--- src/verilog/pwr_seq_pkg.sv ---
package pwr_seq_pkg;

   // ----------------------------------------
   // Clock
   // ----------------------------------------
   localparam int unsigned CLK_PERIOD_PS = 50_000;

   // ----------------------------------------
   // Timing in their own units
   // ----------------------------------------
   localparam int unsigned POWER_UP_WAIT_US = 150;
   localparam int unsigned RESET_PULSE_MIN_NS = 200;
   localparam int unsigned RESET_RELEASE_TO_SELECT_NS = 200;
   localparam int unsigned RESET_ASSERT_TO_SELECT_NS = 400;
   localparam int unsigned SUPPLY_LOW_DURATION_18_US = 30;
   localparam int unsigned SUPPLY_LOW_DURATION_30_US = 50;

   // ----------------------------------------
   // Cycle counts
   // ----------------------------------------
   function automatic int unsigned ceil_cycles(input int unsigned ps);
      int unsigned c;
      c = (ps + CLK_PERIOD_PS - 1) / CLK_PERIOD_PS;
      return (c < 1) ? 1 : c;
   endfunction

   function automatic int unsigned floor_cycles(input int unsigned ps);
      int unsigned c;
      c = ps / CLK_PERIOD_PS;
      return (c < 1) ? 1 : c;
   endfunction

   // Device side: longest init time, rounded down
   localparam int unsigned POWER_UP_WAIT_CYC =
      floor_cycles(POWER_UP_WAIT_US * 1000 * 1000);
   // Controller side: least times, rounded up
   localparam int unsigned HOST_POWER_UP_WAIT_CYC =
      ceil_cycles(POWER_UP_WAIT_US * 1000 * 1000);
   localparam int unsigned RESET_PULSE_MIN_CYC =
      ceil_cycles(RESET_PULSE_MIN_NS * 1000);
   localparam int unsigned RESET_RELEASE_TO_SELECT_CYC =
      ceil_cycles(RESET_RELEASE_TO_SELECT_NS * 1000);
   localparam int unsigned RESET_ASSERT_TO_SELECT_CYC =
      ceil_cycles(RESET_ASSERT_TO_SELECT_NS * 1000);

   localparam int unsigned CNT_W = 16;

   // ----------------------------------------
   // Configuration and refresh defaults
   // ----------------------------------------
   localparam int unsigned CFG_W = 16;
   localparam int unsigned ROW_W = 13;
   localparam logic [15:0] CFG0_DEFAULT = 16'h8F1F;
   localparam logic [15:0] CFG1_DEFAULT = 16'h0002;
   localparam logic [12:0] ROW_DEFAULT = 13'h0000;

   // ----------------------------------------
   // Device states
   // ----------------------------------------
   typedef enum logic [3:0] {
      DEV_RESET = 4'b0001,
      DEV_INIT = 4'b0010,
      DEV_STANDBY = 4'b0100,
      DEV_DEEP_PD = 4'b1000
   } dev_state_t;

   // ----------------------------------------
   // Controller states
   // ----------------------------------------
   typedef enum logic [4:0] {
      HOST_PULSE = 5'b00001,
      HOST_RELEASE = 5'b00010,
      HOST_INIT_WAIT = 5'b00100,
      HOST_READY = 5'b01000,
      HOST_BUSY = 5'b10000
   } host_state_t;

endpackage

--- src/verilog/pwr_seq_if.sv ---
`timescale 1ns/1ps
interface pwr_seq_if;
   logic reset_n;
   logic cs_n;

   modport ctrl (
      output reset_n,
      output cs_n
   );

   modport mem (
      input reset_n,
      input cs_n
   );
endinterface

--- src/verilog/psram_reset_ctrl.sv ---
`timescale 1ns/1ps
module psram_reset_ctrl #(
   parameter int unsigned INIT_CYC = pwr_seq_pkg::HOST_POWER_UP_WAIT_CYC,
   parameter int unsigned PULSE_CYC = pwr_seq_pkg::RESET_PULSE_MIN_CYC,
   parameter int unsigned RELEASE_CYC =
      pwr_seq_pkg::RESET_RELEASE_TO_SELECT_CYC,
   parameter int unsigned ASSERT_CYC =
      pwr_seq_pkg::RESET_ASSERT_TO_SELECT_CYC
) (
   // Clock and reset
   input wire logic clk_i,
   input wire logic rstn_i,
   // Link
   pwr_seq_if.ctrl link,
   // User side
   input wire logic hw_reset_req_i,
   input wire logic access_req_i,
   input wire logic access_end_i,
   output logic ready_o,
   output logic access_gnt_o,
   output logic data_lost_o
);

   initial begin
      if (PULSE_CYC < 1 || RELEASE_CYC < 1 || INIT_CYC < 1 ||
          INIT_CYC >= (1 << pwr_seq_pkg::CNT_W) ||
          ASSERT_CYC < PULSE_CYC + RELEASE_CYC)
         $error("Controller timing parameters invalid");
   end

   // ----------------------------------------
   // Decode
   // ----------------------------------------
   pwr_seq_pkg::host_state_t state_q, state_d;
   logic [pwr_seq_pkg::CNT_W-1:0] cnt_q, cnt_d;
   logic lost_q;

   // Hold rounded up so the pulse plus release window also covers 400 ns
   localparam int unsigned HOLD_CYC =
      (ASSERT_CYC > PULSE_CYC + RELEASE_CYC) ?
      ASSERT_CYC - RELEASE_CYC : PULSE_CYC;
   localparam int unsigned WAIT_CYC =
      (INIT_CYC > RELEASE_CYC) ? INIT_CYC : RELEASE_CYC;
   wire hold_done = (cnt_q >= pwr_seq_pkg::CNT_W'(HOLD_CYC - 1));
   wire wait_done = (cnt_q >= pwr_seq_pkg::CNT_W'(WAIT_CYC - 1));

   // ----------------------------------------
   // State machine
   // ----------------------------------------
   always_comb begin
      state_d = state_q;
      cnt_d = cnt_q + 1'b1;
      unique case (state_q)
         pwr_seq_pkg::HOST_PULSE: begin
            if (hold_done) begin
               state_d = pwr_seq_pkg::HOST_INIT_WAIT;
               cnt_d = '0;
            end
         end
         pwr_seq_pkg::HOST_INIT_WAIT: begin
            if (wait_done) begin
               state_d = pwr_seq_pkg::HOST_READY;
            end
         end
         pwr_seq_pkg::HOST_READY: begin
            if (hw_reset_req_i) begin
               state_d = pwr_seq_pkg::HOST_PULSE;
               cnt_d = '0;
            end else if (access_req_i) begin
               state_d = pwr_seq_pkg::HOST_BUSY;
            end
         end
         pwr_seq_pkg::HOST_BUSY: begin
            if (access_end_i) begin
               state_d = pwr_seq_pkg::HOST_READY;
            end
         end
         default: begin
            state_d = pwr_seq_pkg::HOST_PULSE;
            cnt_d = '0;
         end
      endcase
   end

   always_ff @(posedge clk_i) begin
      if (!rstn_i) begin
         state_q <= pwr_seq_pkg::HOST_PULSE;
         cnt_q <= '0;
      end else begin
         state_q <= state_d;
         cnt_q <= cnt_d;
      end
   end

   // Array content flagged lost after each hardware reset
   always_ff @(posedge clk_i) begin
      if (!rstn_i) begin
         lost_q <= 1'b1;
      end else if (state_q == pwr_seq_pkg::HOST_PULSE) begin
         lost_q <= 1'b1;
      end else if (access_req_i &&
                   state_q == pwr_seq_pkg::HOST_READY) begin
         lost_q <= 1'b0;
      end
   end

   // ----------------------------------------
   // Outputs
   // ----------------------------------------
   assign link.reset_n = (state_q != pwr_seq_pkg::HOST_PULSE);
   assign link.cs_n = (state_q != pwr_seq_pkg::HOST_BUSY);
   assign ready_o = (state_q == pwr_seq_pkg::HOST_READY);
   assign access_gnt_o = (state_q == pwr_seq_pkg::HOST_BUSY);
   assign data_lost_o = lost_q;

endmodule

--- src/flat_wrapper.sv ---
// flat-port wrapper written by rule: the top's interface ports become plain ports
module psram_reset_ctrl_flat 
#(
   parameter int unsigned INIT_CYC = pwr_seq_pkg::HOST_POWER_UP_WAIT_CYC,
   parameter int unsigned PULSE_CYC = pwr_seq_pkg::RESET_PULSE_MIN_CYC,
   parameter int unsigned RELEASE_CYC =
      pwr_seq_pkg::RESET_RELEASE_TO_SELECT_CYC,
   parameter int unsigned ASSERT_CYC =
      pwr_seq_pkg::RESET_ASSERT_TO_SELECT_CYC
)
  (clk_i, rstn_i, hw_reset_req_i, access_req_i, access_end_i, ready_o, access_gnt_o, data_lost_o, link_reset_n, link_cs_n);
  pwr_seq_if link_i ();
  input wire logic clk_i;
  input wire logic rstn_i;
  input wire logic hw_reset_req_i;
  input wire logic access_req_i;
  input wire logic access_end_i;
  output logic ready_o;
  output logic access_gnt_o;
  output logic data_lost_o;
  output wire logic [$bits(link_i.reset_n)-1:0] link_reset_n;
  output wire logic [$bits(link_i.cs_n)-1:0] link_cs_n;
  assign link_reset_n = link_i.reset_n;
  assign link_cs_n = link_i.cs_n;
  psram_reset_ctrl #(.INIT_CYC(INIT_CYC), .PULSE_CYC(PULSE_CYC), .RELEASE_CYC(RELEASE_CYC), .ASSERT_CYC(ASSERT_CYC)) u_core (.clk_i(clk_i), .rstn_i(rstn_i), .link(link_i), .hw_reset_req_i(hw_reset_req_i), .access_req_i(access_req_i), .access_end_i(access_end_i), .ready_o(ready_o), .access_gnt_o(access_gnt_o), .data_lost_o(data_lost_o));
endmodule
--- config.mk ---
export PLATFORM = sky130hd
export DESIGN_NAME = psram_reset_ctrl_flat
export DESIGN_NICKNAME = d
export VERILOG_FILES = /design/src/verilog/pwr_seq_pkg.sv /design/src/verilog/pwr_seq_if.sv /design/src/verilog/psram_reset_ctrl.sv /design/src/flat_wrapper.sv
export SDC_FILE = /design/constraint.sdc
export NUM_CORES = 1
export LEC_CHECK = 0
export BUFFER_PORTS_ARGS = -buffer_cell sky130_fd_sc_hd__buf_4
export CAP_MARGIN = 10
export CORE_ASPECT_RATIO = 0.9
export CORE_MARGIN = 2
export CORE_UTILIZATION = 42
export CTS_BUF_LIST = sky130_fd_sc_hd__clkbuf_8 sky130_fd_sc_hd__clkbuf_16
export DETAILED_ROUTE_END_ITERATION = 16
export GPL_ROUTABILITY_DRIVEN = 0
export PLACE_DENSITY = 0.71
export SETUP_SLACK_MARGIN = 0.5
export SKIP_LAST_GASP = 1
export SYNTH_ARGS = -nofsm -noshare
export SYNTH_HDL_FRONTEND = slang
export SYNTH_SLANG_ARGS = --single-unit
export TNS_END_PERCENT = 1
--- constraint.sdc ---
create_clock -name clk_i -period 4.75 [get_ports clk_i]
set_input_delay 1.425 -clock clk_i [delete_from_list [all_inputs] [get_ports clk_i]]
set_output_delay 1.425 -clock clk_i [all_outputs]
set_load 0.005 [all_outputs]
==> results of run 1 <==
-- power by group --
group	switching, mW	internal, mW	total (mW)
clock network	0.0563	0.0584	0.115
registers	0.0169	0.188	0.205
logic	0.0802	0.0475	0.128
-- synth_stat cells, drive strengths merged --
library cell	instances	share of area, %
nand3b	1	1.7
a2bb2oi	1	1.3
ha	2	2.2
o21bai	1	0.66
nand2b	2	1.1
nor3b	2	1.3
nor2	5	1.6
a31o	2	1.5
dfxtp	21	37
inv	8	2.6
a211oi	2	1.3
or3	1	0.55
a21o	1	0.66
o21a	3	2.0
nand3	7	3.1
a31oi	1	1.1
nor4b	2	1.5
o31ai	1	0.66
o21ai	2	0.87
buf	3	1.9
xnor2	11	8.4
nor4	6	3.8
a21oi	2	0.87
or4	2	1.6
a22o	1	0.76
nand4	2	1.1
a311oi	1	0.76
nor2b	1	0.55
a2111oi	1	0.76
or4b	1	0.87
nand2	7	2.3
or3b	1	0.76
nor3	17	12
xor2	1	0.76
and3	1	0.55
-- per-stage QoR --
step	instance area, um^2	cells	utilization (%)	setup WS (ns)
floorplan	1150	123	-	2.19
global placement	1230	158	48.8	1.95
detailed placement	1230	158	48.8	1.91
CTS	1280	162	50.6	1.80
global route	1280	162	50.6	1.72
finish	1280	162	50.6	1.78
-- registers in the layout (all words and copies together) (netlist names) --
register            cells
u_core.cnt_q           16
u_core.state_q          4
u_core.data_lost_o      1
-- cell families (layout without fill, tap and decap cells) --
| kind of cell | after synthesis | in the layout | share of synthesized area (%) |
|---|---|---|---|
| buffers and inverters | 11 | 22 | 4.48 |
| adder cells (fa/ha/maj) | 2 | 2 | 2.18 |
| AO/OA/AOI/OAI | 19 | 19 | 13.2 |
| AND/OR/NAND/NOR | 58 | 58 | 34.3 |
| flip-flops | 21 | 21 | 36.7 |
| XOR/XNOR | 12 | 12 | 9.17 |
-- layer usage --
layer,up-vias,global-route usage [%]
met3,2,6.01
met2,15,26.3
li1,482,-
met4,0,5.68
met1,431,20.8
met5,-,0
-- cells in the final DEF (no fill, tap or decap), types with 3 or more instances in the layout --
cell / count
sky130_fd_sc_hd__xnor2_1: 11
sky130_fd_sc_hd__clkbuf_8: 3
sky130_fd_sc_hd__nor3_1: 7
sky130_fd_sc_hd__nor3_2: 10
sky130_fd_sc_hd__nor2_1: 5
sky130_fd_sc_hd__o21a_1: 3
sky130_fd_sc_hd__nand3_1: 7
sky130_fd_sc_hd__nand2_1: 7
sky130_fd_sc_hd__inv_1: 7
sky130_fd_sc_hd__buf_4: 10
sky130_fd_sc_hd__dfxtp_1: 21
sky130_fd_sc_hd__nor4_1: 5
-- worst register-to-register path, stage by stage, from the launching register on --
cell	delay (ns)
sky130_fd_sc_hd__dfxtp_1	0.47
sky130_fd_sc_hd__or4b_1	0.28
sky130_fd_sc_hd__nand3b_4	0.18
sky130_fd_sc_hd__a2bb2oi_2	0.71
sky130_fd_sc_hd__nor3_1	0.15
-- final cells by class --
type,instances,area [um^2],share of cell area [%]
multi-input cells,91,674,52.6
well taps,28,35.0,2.73
clock inverters,1,5.00,0.391
flip-flops and latches,21,420,32.8
inverters,8,30.0,2.34
clock buffers,3,41.3,3.22
repair buffers,10,75.1,5.86
-- how the worst max path moves through the flow --
stage / slack [ns] / end / start
after floorplan: 2.19 / u_core.cnt_q[10]$_SDFF_PN0_ / hw_reset_req_i
after global placement: 1.95 / u_core.cnt_q[15]$_SDFF_PN0_ / hw_reset_req_i
after detailed placement: 1.91 / u_core.cnt_q[14]$_SDFF_PN0_ / hw_reset_req_i
after CTS: 1.80 / access_gnt_o / u_core.state_q[4]$_SDFFE_PN0P_
after global routing: 1.72 / access_gnt_o / u_core.state_q[4]$_SDFFE_PN0P_
final: 1.78 / access_gnt_o / u_core.state_q[4]$_SDFFE_PN0P_
==> impl_metrics.prom, run 1 <==
# TYPE chip_impl_metric gauge
chip_impl_metric{name="hold_violation_count_in_the_final_report",unit=""} 0
chip_impl_metric{name="p_per_area",unit="nW/um^2"} 349
chip_impl_metric{name="totalNegativeSetupSlack",unit="ns"} 0
chip_impl_metric{name="insertedDiodeCount",unit=""} 0
chip_impl_info{name="worstHoldStart",value="u_core.data_lost_o$_SDFFE_PP1P_"} 1
chip_impl_metric{name="count_of_cells_along_the_worst_hold_path",unit=""} 2
chip_impl_metric{name="ys_ff_latch",unit=""} 21
chip_impl_metric{name="post_route_cells_drive_above_1_share",unit="%"} 24.6
chip_impl_metric{name="drt_wl_total",unit="mm"} 2.28
chip_impl_info{name="r2r-end",value="u_core.cnt_q[6]$_SDFF_PN0_"} 1
chip_impl_metric{name="syn_area",unit="um^2"} 1150
chip_impl_metric{name="synth_warnings",unit=""} 0
chip_impl_metric{name="critPathArrivalTime",unit="ns"} 1.54
chip_impl_metric{name="fmax",unit="MHz"} 337
chip_impl_metric{name="row_count",unit=""} 17
chip_impl_metric{name="gr-total-overflow",unit=""} 0
chip_impl_info{name="slowest_stage",value="sky130_fd_sc_hd__or4_4"} 1
chip_impl_metric{name="fin_hold_ws",unit="ns"} 0.476
chip_impl_metric{name="place.detailed.hpwl",unit="mm"} 1.69
chip_impl_metric{name="fp.coreArea",unit="um^2"} 2530
chip_impl_info{name="min-delay-path-class",value="register to register"} 1
chip_impl_metric{name="worst_ir_drop_vdd",unit="mV"} 0.205
chip_impl_metric{name="static-leakage-power",unit="nW"} 0.431
chip_impl_metric{name="filler_cell_count",unit=""} 225
chip_impl_metric{name="fin_total_pwr",unit="mW"} 0.447
chip_impl_metric{name="cp.buffers_inverters",unit=""} 3
chip_impl_metric{name="die_h",unit="um"} 53.6
chip_impl_metric{name="rr_worst_depth",unit=""} 4
chip_impl_info{name="worstSetupPathType",value="register to output pin"} 1
chip_impl_metric{name="met2_length",unit="mm"} 1.10
chip_impl_metric{name="via_count",unit=""} 930
chip_impl_info{name="critical_path_end_type",value="output pin"} 1
chip_impl_metric{name="synth_nets",unit=""} 130
chip_impl_info{name="critical_path.startpoint_type",value="register"} 1
chip_impl_metric{name="grt_antenna_before_repair",unit=""} 0
chip_impl_metric{name="skew",unit="ns"} 0.00327
chip_impl_info{name="cpLargestDelayFamily",value="simple AND/OR/NAND/NOR gates"} 1
chip_impl_metric{name="clk_pin_slew",unit="ns"} 0.07
chip_impl_metric{name="worst_pin_slew",unit="ns"} 0.937
chip_impl_metric{name="cp_data_required_time",unit="ns"} 3.32
chip_impl_info{name="grt_setup_unrepaired",value="no"} 1
chip_impl_metric{name="avgRoutedWirePerCell",unit="um"} 14.0
chip_impl_metric{name="synth_cells",unit=""} 123
chip_impl_metric{name="top_level_ports",unit=""} 10
chip_impl_metric{name="r2r_setup_slk",unit="ns"} 2.82
chip_impl_metric{name="detail_route.drc_violations",unit=""} 0
chip_impl_metric{name="drt.antenna.violating_nets",unit=""} 0
chip_impl_metric{name="viasPerCell",unit=""} 5.74
chip_impl_metric{name="cts_buffer_depth",unit=""} 2
chip_impl_info{name="outcome",value="finished, final reports clean"} 1
chip_impl_metric{name="final-setup-viol-count",unit=""} 0
chip_impl_metric{name="clkSinkCount",unit=""} 21
chip_impl_metric{name="grt_first_pass_wirelength",unit="mm"} 3.94
chip_impl_metric{name="num-nets-final",unit=""} 142
chip_impl_info{name="timing.hold.worst_endpoint",value="u_core.data_lost_o$_SDFFE_PP1P_"} 1
chip_impl_metric{name="gr-usage-all-layers",unit="%"} 16.5
chip_impl_metric{name="crit_fanout",unit=""} 6
chip_impl_metric{name="synth_area_per_cell",unit="um^2"} 9.32
chip_impl_info{name="cts_tree",value="yes"} 1
chip_impl_metric{name="tritoncts.num_buffers",unit=""} 3
chip_impl_metric{name="maxSlewHeadroom",unit="%"} 37.5
chip_impl_metric{name="finalCriticalPeriod",unit="ns"} 2.97
chip_impl_metric{name="timing.critical_path.slowest_cell_delay",unit="ns"} 0.57
chip_impl_info{name="worst_r2r_startpoint",value="u_core.state_q[3]$_SDFFE_PN0P_"} 1
chip_impl_metric{name="layout-area-overhead-vs-synth",unit="%"} 11.8
chip_impl_info{name="clock-root-buffer",value="sky130_fd_sc_hd__clkbuf_8"} 1
chip_impl_metric{name="slew_viol_final",unit=""} 0
chip_impl_metric{name="width_of_the_chip",unit="um"} 59.1
chip_impl_metric{name="cp_num_cells",unit=""} 4
chip_impl_metric{name="finalCritPeriodShare",unit="%"} 62.5
chip_impl_metric{name="htree_levels",unit=""} 1
chip_impl_info{name="highest-signal-layer",value="met4"} 1
chip_impl_metric{name="fp.dieArea",unit="um^2"} 3160
chip_impl_metric{name="synth_sequential_area_ratio",unit="%"} 36.7
chip_impl_metric{name="maxCapViolations",unit=""} 0
chip_impl_metric{name="drt-initial-drc-count",unit=""} 53
chip_impl_metric{name="post-cts-setup-buffers",unit=""} 0
chip_impl_metric{name="yosysUniqueCellTypes",unit=""} 41
chip_impl_metric{name="wire_length_on_met3",unit="um"} 109
chip_impl_info{name="worstPathCellList",value="inv_1, or4_4, inv_2, buf_4"} 1
chip_impl_metric{name="cts_hold_buf",unit=""} 0
chip_impl_metric{name="pin_count_of_the_biggest_net_entering_global_routing",unit=""} 17
chip_impl_metric{name="vias_in_the_first_global_route",unit=""} 905
chip_impl_metric{name="detail_route.wirelength.met1",unit="mm"} 1.05
chip_impl_metric{name="cts_resized",unit=""} 0
chip_impl_metric{name="drt_pass1_iterations",unit=""} 4
chip_impl_metric{name="portBuffers",unit=""} 9
chip_impl_metric{name="worst_skew_pair.late_latency",unit="ns"} 0.26
chip_impl_metric{name="floorplan.initialDensity",unit="%"} 45.3
Power figures use the tool's default switching activity.
==> run 2, diff against run 1 <==
PLACE_DENSITY = 0.73   (was 0.71)
clock period = 2.55 ns   (was 4.75 ns; I/O delays follow)
==> run 2 against run 1 <==
  * Combinational power increased by 100%
  * Clock skew decreased by 0.0019 ns
  * Register-to-register slack got worse by 2.2 ns
==> impl_metrics.prom, run 2 (same netlist as run 1, synthesis figures left out) <==
# TYPE chip_impl_metric gauge
chip_impl_metric{name="power.share.combinational",unit="%"} 30.0
chip_impl_metric{name="via_count",unit=""} 963
chip_impl_info{name="slowest_stage",value="sky130_fd_sc_hd__or4_4"} 1
chip_impl_metric{name="place.detailed.hpwl",unit="mm"} 1.62
chip_impl_info{name="most_flop_heavy_register",value="u_core.cnt_q"} 1
chip_impl_metric{name="largest_reg_flops",unit=""} 16
chip_impl_metric{name="fin_total_pwr",unit="mW"} 0.866
chip_impl_metric{name="vias_in_the_first_global_route",unit=""} 892
chip_impl_metric{name="viasPerCell",unit=""} 5.73
chip_impl_metric{name="drt.antenna.violating_nets",unit=""} 0
chip_impl_metric{name="finalCritPeriodShare",unit="%"} 83.6
chip_impl_metric{name="drt_pass1_iterations",unit=""} 4
chip_impl_metric{name="drt_wl_total",unit="mm"} 2.41
chip_impl_metric{name="final-setup-viol-count",unit=""} 0
chip_impl_info{name="worst_r2r_startpoint",value="u_core.state_q[4]$_SDFFE_PN0P_"} 1
chip_impl_metric{name="floorplan.initialDensity",unit="%"} 45.3
chip_impl_metric{name="worst_skew_pair.late_latency",unit="ns"} 0.26
chip_impl_metric{name="finalCriticalPeriod",unit="ns"} 2.13
chip_impl_info{name="commonest_cells_after_routing_fill_and_taps_aside",value="17 x sky130_fd_sc_hd__dfxtp_1, 15 x sky130_fd_sc_hd__buf_4, 11 x sky130_fd_sc_hd__xnor2_1"} 1
chip_impl_metric{name="cts_hold_buf",unit=""} 0
chip_impl_metric{name="clkSinkCount",unit=""} 21
chip_impl_metric{name="hold_violation_count_in_the_final_report",unit=""} 0
chip_impl_metric{name="static-leakage-power",unit="nW"} 0.465
chip_impl_info{name="cts_tree",value="yes"} 1
chip_impl_metric{name="top_level_ports",unit=""} 10
chip_impl_metric{name="post_route_cells_drive_above_1_share",unit="%"} 32.9
chip_impl_metric{name="filler_cell_count",unit=""} 232
chip_impl_metric{name="worst_ir_drop_vdd",unit="mV"} 0.353
chip_impl_metric{name="cts_buffer_depth",unit=""} 2
chip_impl_metric{name="clock_power_share",unit="%"} 25.4
chip_impl_info{name="worstSetupPathType",value="register to output pin"} 1
chip_impl_info{name="worstPathCellList",value="or4_4, inv_2, buf_6"} 1
chip_impl_metric{name="p_per_area",unit="nW/um^2"} 641
chip_impl_metric{name="gr-usage-all-layers",unit="%"} 16.3
chip_impl_metric{name="maxSlewHeadroom",unit="%"} 36.7
chip_impl_metric{name="die_h",unit="um"} 53.6
chip_impl_metric{name="row_count",unit=""} 17
chip_impl_metric{name="detail_route.drc_violations",unit=""} 0
chip_impl_metric{name="fin_hold_ws",unit="ns"} 0.485
chip_impl_info{name="min-delay-path-class",value="register to register"} 1
chip_impl_info{name="critical_path.startpoint_type",value="register"} 1
chip_impl_metric{name="pin_count_of_the_biggest_net_entering_global_routing",unit=""} 17
chip_impl_info{name="final_common_cell",value="sky130_fd_sc_hd__dfxtp_1"} 1
chip_impl_metric{name="crit_fanout",unit=""} 6
chip_impl_metric{name="skew",unit="ns"} 0.00139
chip_impl_metric{name="avgRoutedWirePerCell",unit="um"} 14.3
chip_impl_metric{name="fp.coreArea",unit="um^2"} 2530
chip_impl_metric{name="swShare",unit="%"} 34.2
chip_impl_metric{name="grt_antenna_before_repair",unit=""} 0
chip_impl_info{name="critical_path_end_type",value="output pin"} 1
chip_impl_metric{name="insertedDiodeCount",unit=""} 0
chip_impl_metric{name="portBuffers",unit=""} 9
chip_impl_info{name="clock-root-buffer",value="sky130_fd_sc_hd__clkbuf_8"} 1
chip_impl_info{name="outcome",value="finished, final reports clean"} 1
chip_impl_metric{name="tritoncts.num_buffers",unit=""} 3
chip_impl_metric{name="htree_levels",unit=""} 1
chip_impl_metric{name="power_switching",unit="mW"} 0.296
chip_impl_metric{name="grt_first_pass_wirelength",unit="mm"} 3.89
chip_impl_metric{name="slew_viol_final",unit=""} 0
chip_impl_metric{name="utilization",unit="%"} 53.3
chip_impl_metric{name="critPathArrivalTime",unit="ns"} 1.37
chip_impl_metric{name="internal_power",unit="mW"} 0.570
chip_impl_metric{name="fp.dieArea",unit="um^2"} 3160
chip_impl_metric{name="maxCapViolations",unit=""} 0
chip_impl_metric{name="share_seq_of_total_power",unit="%"} 44.6
chip_impl_metric{name="num-nets-final",unit=""} 148
chip_impl_metric{name="drt-initial-drc-count",unit=""} 42
chip_impl_metric{name="totalNegativeSetupSlack",unit="ns"} 0
chip_impl_metric{name="cp_data_required_time",unit="ns"} 1.79
chip_impl_metric{name="layout-area-overhead-vs-synth",unit="%"} 17.8
chip_impl_info{name="critPathLaunch",value="u_core.state_q[0]$_SDFFE_PN1P_"} 1
chip_impl_metric{name="width_of_the_chip",unit="um"} 59.1
chip_impl_metric{name="clk_pin_slew",unit="ns"} 0.08
chip_impl_metric{name="gr-total-overflow",unit=""} 0
chip_impl_metric{name="fmax",unit="MHz"} 469
chip_impl_metric{name="worst_pin_slew",unit="ns"} 0.948
chip_impl_metric{name="timing.critical_path.slowest_cell_delay",unit="ns"} 0.57
chip_impl_info{name="grt_setup_unrepaired",value="yes"} 1
chip_impl_info{name="worstHoldStart",value="u_core.data_lost_o$_SDFFE_PP1P_"} 1
[run 2: cell types whose count changed in the layout (fill, tap and decap cells not counted), sizes merged]
cell,before,now
buf,10,16
[run 2: final timing paths]
check | endpoint | slack [ns] | cells past startpoint
hold reg to reg | u_core.data_lost_o$_SDFFE_PP1P_ | 0.48 | 2
hold / removal | u_core.data_lost_o$_SDFFE_PP1P_ | 0.48 | 2
setup / recovery | access_gnt_o | 0.42 | 3
setup reg to reg | u_core.state_q[2]$_SDFFE_PN0P_ | 0.61 | 5
[run 2: final cells by class]
| class | instances | area (um^2) | area share (%) |
|---|---|---|---|
| clock buffers | 3 | 41.3 | 3.06 |
| clock inverters | 1 | 5.00 | 0.371 |
| inverters | 8 | 30.0 | 2.22 |
| multi-input cells | 91 | 684 | 50.7 |
| flip-flops and latches | 21 | 430 | 31.9 |
| well taps | 28 | 35.0 | 2.60 |
| repair buffers | 16 | 124 | 9.18 |
[run 2: worst max-delay path: cells and delay by family, from the launching register on]
family / cells / cell delay [ns]
buffers and inverters: 2 / 0.18
flip-flops: 1 / 0.36
AND/OR/NAND/NOR: 1 / 0.57
[run 2: metal layers]
| metal | up-vias | part of all wire (%) | GRT usage [%] |
|---|---|---|---|
| met3 | 2 | 3.5 | 5.05 |
| met4 | 0 | 0.33 | 4.17 |
| met5 | - | 0 | 0 |
| met1 | 461 | 47 | 21.4 |
| met2 | 17 | 49 | 26.1 |
| li1 | 483 | - | - |
[run 2: per-stage QoR]
stage	area, um^2	worst slack [ns]	instances
floorplan	1150	0.649	123
global placement	1230	0.408	158
detailed placement	1230	0.376	158
CTS	1310	0.399	164
global route	1350	0.391	168
finish	1350	0.418	168
[run 2: what timing repair did]
action / CTS / global route
resized for setup: 5 / 5
buffers inserted: 2 / 4
pin swaps: 1 / 2
endpoints found under the setup margin: 4 / 4
[run 2: power groups by stage]
stage	clock network, mW	logic (mW)	registers (mW)
floorplan	0	0.205	0.383
global placement	0	0.233	0.388
detailed placement	0	0.237	0.389
CTS	0.229	0.245	0.382
global route	0.240	0.282	0.391
finish	0.220	0.259	0.386
==> run 3, diff against run 2 <==
ABC_AREA = 1   (was default)
PLACE_DENSITY = 0.7   (was 0.73)
clock period = 2.06 ns   (was 2.55 ns; I/O delays follow)
==> run 3 against run 2 <==
  * First-iteration DRC count rose by 43%
  * Worst hold slack got worse by 0.043 ns
  * Via count is 26% higher
  * Critical path type unchanged
  * Highest routed layer unchanged
==> impl_metrics.prom, run 3 <==
# TYPE chip_impl_metric gauge
chip_impl_info{name="outcome",value="finished, final reports clean"} 1
chip_impl_metric{name="synthesized_area_fraction_occupied_by_ao_oa_aoi_and_oai_cells",unit="%"} 2.92
chip_impl_info{name="critPathLaunch",value="u_core.state_q[0]$_SDFFE_PN1P_"} 1
chip_impl_info{name="worst_r2r_startpoint",value="u_core.state_q[3]$_SDFFE_PN0P_"} 1
chip_impl_metric{name="global_route.usage.met2",unit="%"} 27.8
chip_impl_metric{name="muxShareOfSynthArea",unit="%"} 0
chip_impl_metric{name="worst_pin_slew",unit="ns"} 0.295
chip_impl_info{name="min-delay-path-class",value="register to register"} 1
chip_impl_info{name="final_common_cell",value="sky130_fd_sc_hd__nor2_1"} 1
chip_impl_metric{name="drt_wl_total",unit="mm"} 2.69
chip_impl_metric{name="crit_fanout",unit=""} 3
chip_impl_metric{name="async_reset_ff_share",unit="%"} 0
chip_impl_metric{name="internal_power",unit="mW"} 0.968
chip_impl_metric{name="critPathArrivalTime",unit="ns"} 1.03
chip_impl_metric{name="finalWorstSetupSlack",unit="ns"} 0.412
chip_impl_info{name="critical_path_end_type",value="output pin"} 1
chip_impl_metric{name="power_switching",unit="mW"} 0.703
chip_impl_metric{name="vias_in_the_first_global_route",unit=""} 1100
chip_impl_metric{name="share_seq_of_total_power",unit="%"} 32.1
chip_impl_metric{name="yosysUniqueCellTypes",unit=""} 23
chip_impl_metric{name="synth_area_per_cell",unit="um^2"} 6.64
chip_impl_info{name="synth_ff_type",value="sky130_fd_sc_hd__dfxtp_1"} 1
chip_impl_metric{name="finalCritPeriodShare",unit="%"} 80.0
chip_impl_metric{name="dp_slack",unit="ns"} 0.474
chip_impl_metric{name="synth_largest_type_area_fraction",unit="%"} 32.7
chip_impl_metric{name="gr-usage-all-layers",unit="%"} 16.0
chip_impl_metric{name="drt-initial-drc-count",unit=""} 60
chip_impl_metric{name="filler_cell_count",unit=""} 301
chip_impl_metric{name="synth-edff-count",unit=""} 0
chip_impl_metric{name="synth_nets",unit=""} 201
chip_impl_metric{name="top_level_ports",unit=""} 10
chip_impl_metric{name="fp.coreArea",unit="um^2"} 3000
chip_impl_info{name="most_flop_heavy_register",value="u_core.cnt_q"} 1
chip_impl_metric{name="post_synth_and_or_nand_nor_area_fraction",unit="%"} 45.9
chip_impl_info{name="synth_top_family_by_area",value="simple AND/OR/NAND/NOR gates"} 1
chip_impl_metric{name="power.share.combinational",unit="%"} 51.9
chip_impl_metric{name="cp.buffers_inverters",unit=""} 2
chip_impl_info{name="synthMostInstantiatedCell",value="sky130_fd_sc_hd__nor2_1"} 1
chip_impl_metric{name="clkSinkCount",unit=""} 21
chip_impl_metric{name="worst_skew_pair.late_latency",unit="ns"} 0.26
chip_impl_metric{name="drt.antenna.violating_nets",unit=""} 0
chip_impl_metric{name="maxSlewHeadroom",unit="%"} 80.3
chip_impl_metric{name="syn_area",unit="um^2"} 1290
chip_impl_metric{name="floorplan.initialDensity",unit="%"} 43.0
chip_impl_metric{name="layout-area-overhead-vs-synth",unit="%"} 19.6
chip_impl_metric{name="row_count",unit=""} 19
chip_impl_info{name="grt_setup_unrepaired",value="yes"} 1
chip_impl_info{name="worstPathCellList",value="nor2_4, nand3_2, inv_2, buf_6"} 1
chip_impl_metric{name="ys_ff_latch",unit=""} 21
chip_impl_metric{name="insertedDiodeCount",unit=""} 0
chip_impl_metric{name="hold_violation_count_in_the_final_report",unit=""} 0
chip_impl_metric{name="synth_sequential_area_ratio",unit="%"} 32.7
chip_impl_info{name="cpLargestDelayFamily",value="flip-flops"} 1
chip_impl_metric{name="post_route_cells_drive_above_1_share",unit="%"} 23.7
chip_impl_metric{name="p_per_area",unit="nW/um^2"} 1080
chip_impl_info{name="worstHoldStart",value="u_core.cnt_q[0]$_SDFF_PN0_"} 1
chip_impl_metric{name="fp.dieArea",unit="um^2"} 3520
chip_impl_metric{name="num-nets-final",unit=""} 223
chip_impl_info{name="commonest_cells_after_routing_fill_and_taps_aside",value="39 x sky130_fd_sc_hd__nor2_1, 38 x sky130_fd_sc_hd__nand2_1, 23 x sky130_fd_sc_hd__inv_1"} 1
chip_impl_metric{name="avgRoutedWirePerCell",unit="um"} 10.5
chip_impl_metric{name="synth_warnings",unit=""} 0
chip_impl_metric{name="fin_total_pwr",unit="mW"} 1.67
chip_impl_metric{name="cts_hold_buf",unit=""} 0
chip_impl_metric{name="yosys.area_share.adder",unit="%"} 1.94
chip_impl_info{name="worstSetupPathType",value="register to output pin"} 1
chip_impl_metric{name="largest_reg_flops",unit=""} 16
chip_impl_metric{name="tritoncts.num_buffers",unit=""} 3
chip_impl_metric{name="grt_first_pass_wirelength",unit="mm"} 4.57
chip_impl_metric{name="maxCapViolations",unit=""} 0
chip_impl_metric{name="gr-total-overflow",unit=""} 0
chip_impl_metric{name="width_of_the_chip",unit="um"} 62.4
chip_impl_metric{name="worst_ir_drop_vdd",unit="mV"} 0.485
chip_impl_metric{name="fmax",unit="MHz"} 607
chip_impl_info{name="clock-root-buffer",value="sky130_fd_sc_hd__clkbuf_8"} 1
chip_impl_metric{name="place.detailed.hpwl",unit="mm"} 2.04
chip_impl_metric{name="met3_usage",unit="%"} 4.01
chip_impl_metric{name="htree_levels",unit=""} 1
chip_impl_metric{name="fin_hold_ws",unit="ns"} 0.441
chip_impl_metric{name="detail_route.drc_violations",unit=""} 0
chip_impl_info{name="cts_tree",value="yes"} 1
chip_impl_metric{name="drt_pass1_iterations",unit=""} 4
chip_impl_metric{name="slew_viol_final",unit=""} 0
chip_impl_metric{name="totalNegativeSetupSlack",unit="ns"} 0
chip_impl_metric{name="clock_power_share",unit="%"} 15.9
chip_impl_metric{name="portBuffers",unit=""} 9
chip_impl_info{name="synth.cells.most_frequent",value="41 x sky130_fd_sc_hd__nor2_1, 38 x sky130_fd_sc_hd__nand2_1, 26 x sky130_fd_sc_hd__inv_1"} 1
chip_impl_metric{name="final-setup-viol-count",unit=""} 0
chip_impl_metric{name="die_h",unit="um"} 56.5
chip_impl_metric{name="synth_cells",unit=""} 194
chip_impl_metric{name="static-leakage-power",unit="nW"} 0.682
chip_impl_metric{name="timing.critical_path.slowest_cell_delay",unit="ns"} 0.36
chip_impl_metric{name="swShare",unit="%"} 42.1
chip_impl_info{name="synth_top_area_cell",value="sky130_fd_sc_hd__dfxtp_1"} 1
chip_impl_metric{name="skew",unit="ns"} 0.00759
chip_impl_metric{name="finalCriticalPeriod",unit="ns"} 1.65
chip_impl_metric{name="viasPerCell",unit=""} 4.72
chip_impl_metric{name="pin_count_of_the_biggest_net_entering_global_routing",unit=""} 16
chip_impl_metric{name="cts_buffer_depth",unit=""} 2
chip_impl_metric{name="via_count",unit=""} 1213
chip_impl_metric{name="globalRouteMet1Util",unit="%"} 19.6
chip_impl_metric{name="clk_pin_slew",unit="ns"} 0.08
chip_impl_info{name="ys_top_cells_by_area",value="sky130_fd_sc_hd__dfxtp_1 33%, sky130_fd_sc_hd__nor2_1 12%, sky130_fd_sc_hd__nand2_1 11%"} 1
chip_impl_info{name="slowest_stage",value="sky130_fd_sc_hd__dfxtp_4"} 1
chip_impl_info{name="top_usage_layer",value="met2"} 1
chip_impl_metric{name="grt_antenna_before_repair",unit=""} 0
chip_impl_metric{name="cp_data_required_time",unit="ns"} 1.44
chip_impl_info{name="critical_path.startpoint_type",value="register"} 1
chip_impl_metric{name="synthXorXnorAreaFrac",unit="%"} 6.80
[run 3: area by class of cell]
cell class	count	area, um^2	area share, %
Timing Repair Buffer	19	150	9.75
Clock buffer	3	41.3	2.68
Inverter	27	101	6.58
Tap cell	42	52.6	3.41
Multi-Input combinational cell	144	761	49.4
Sequential cell	21	429	27.9
Clock inverter	1	5.00	0.325
[run 3: final timing paths]
check	to	slack [ns]	cells after the start
worst max-delay path	access_gnt_o	0.41	4
worst min-delay path	u_core.cnt_q[0]$_SDFF_PN0_	0.44	1
worst max register to register	u_core.cnt_q[8]$_SDFF_PN0_	0.50	9
worst min register to register	u_core.cnt_q[0]$_SDFF_PN0_	0.44	1
[run 3: layer usage]
layer,vias to the layer above,share of wire [%],wire length (um)
met5,-,0,0
met4,0,1.2,31
met3,4,7.0,188
met2,47,44,1200
met1,513,47,1270
li1,649,-,-
[run 3: metrics by stage]
stage | util, % | std cells | cell area, um^2
3_3_place_gp | 46.2 | 243 | 1380
5_1_grt | 51.4 | 257 | 1540
3_5_place_dp | 46.2 | 243 | 1380
2_1_floorplan | - | 194 | 1290
4_1_cts | 50.3 | 254 | 1510
6_report | 51.4 | 257 | 1540
[run 3: cells by family after synthesis]
family,count (synthesis)
AND/OR/NAND/NOR,125
buffers and inverters,29
flip-flops,21
XOR/XNOR,10
AO/OA/AOI/OAI,7
adder cells (fa/ha/maj),2
[run 3: repair_timing]
action	CTS	global route
gates resized for setup	12	4
endpoints found under the setup margin	5	20
pin swaps	5	2
setup buffers	7	3
[run 3: power groups by stage]
stage	sequential, mW	combinational [mW]	clock (mW)
3_5_place_dp	0.518	0.715	0
3_3_place_gp	0.517	0.695	0
2_1_floorplan	0.511	0.615	0
6_report	0.537	0.868	0.266
5_1_grt	0.544	0.971	0.294
4_1_cts	0.528	0.826	0.280
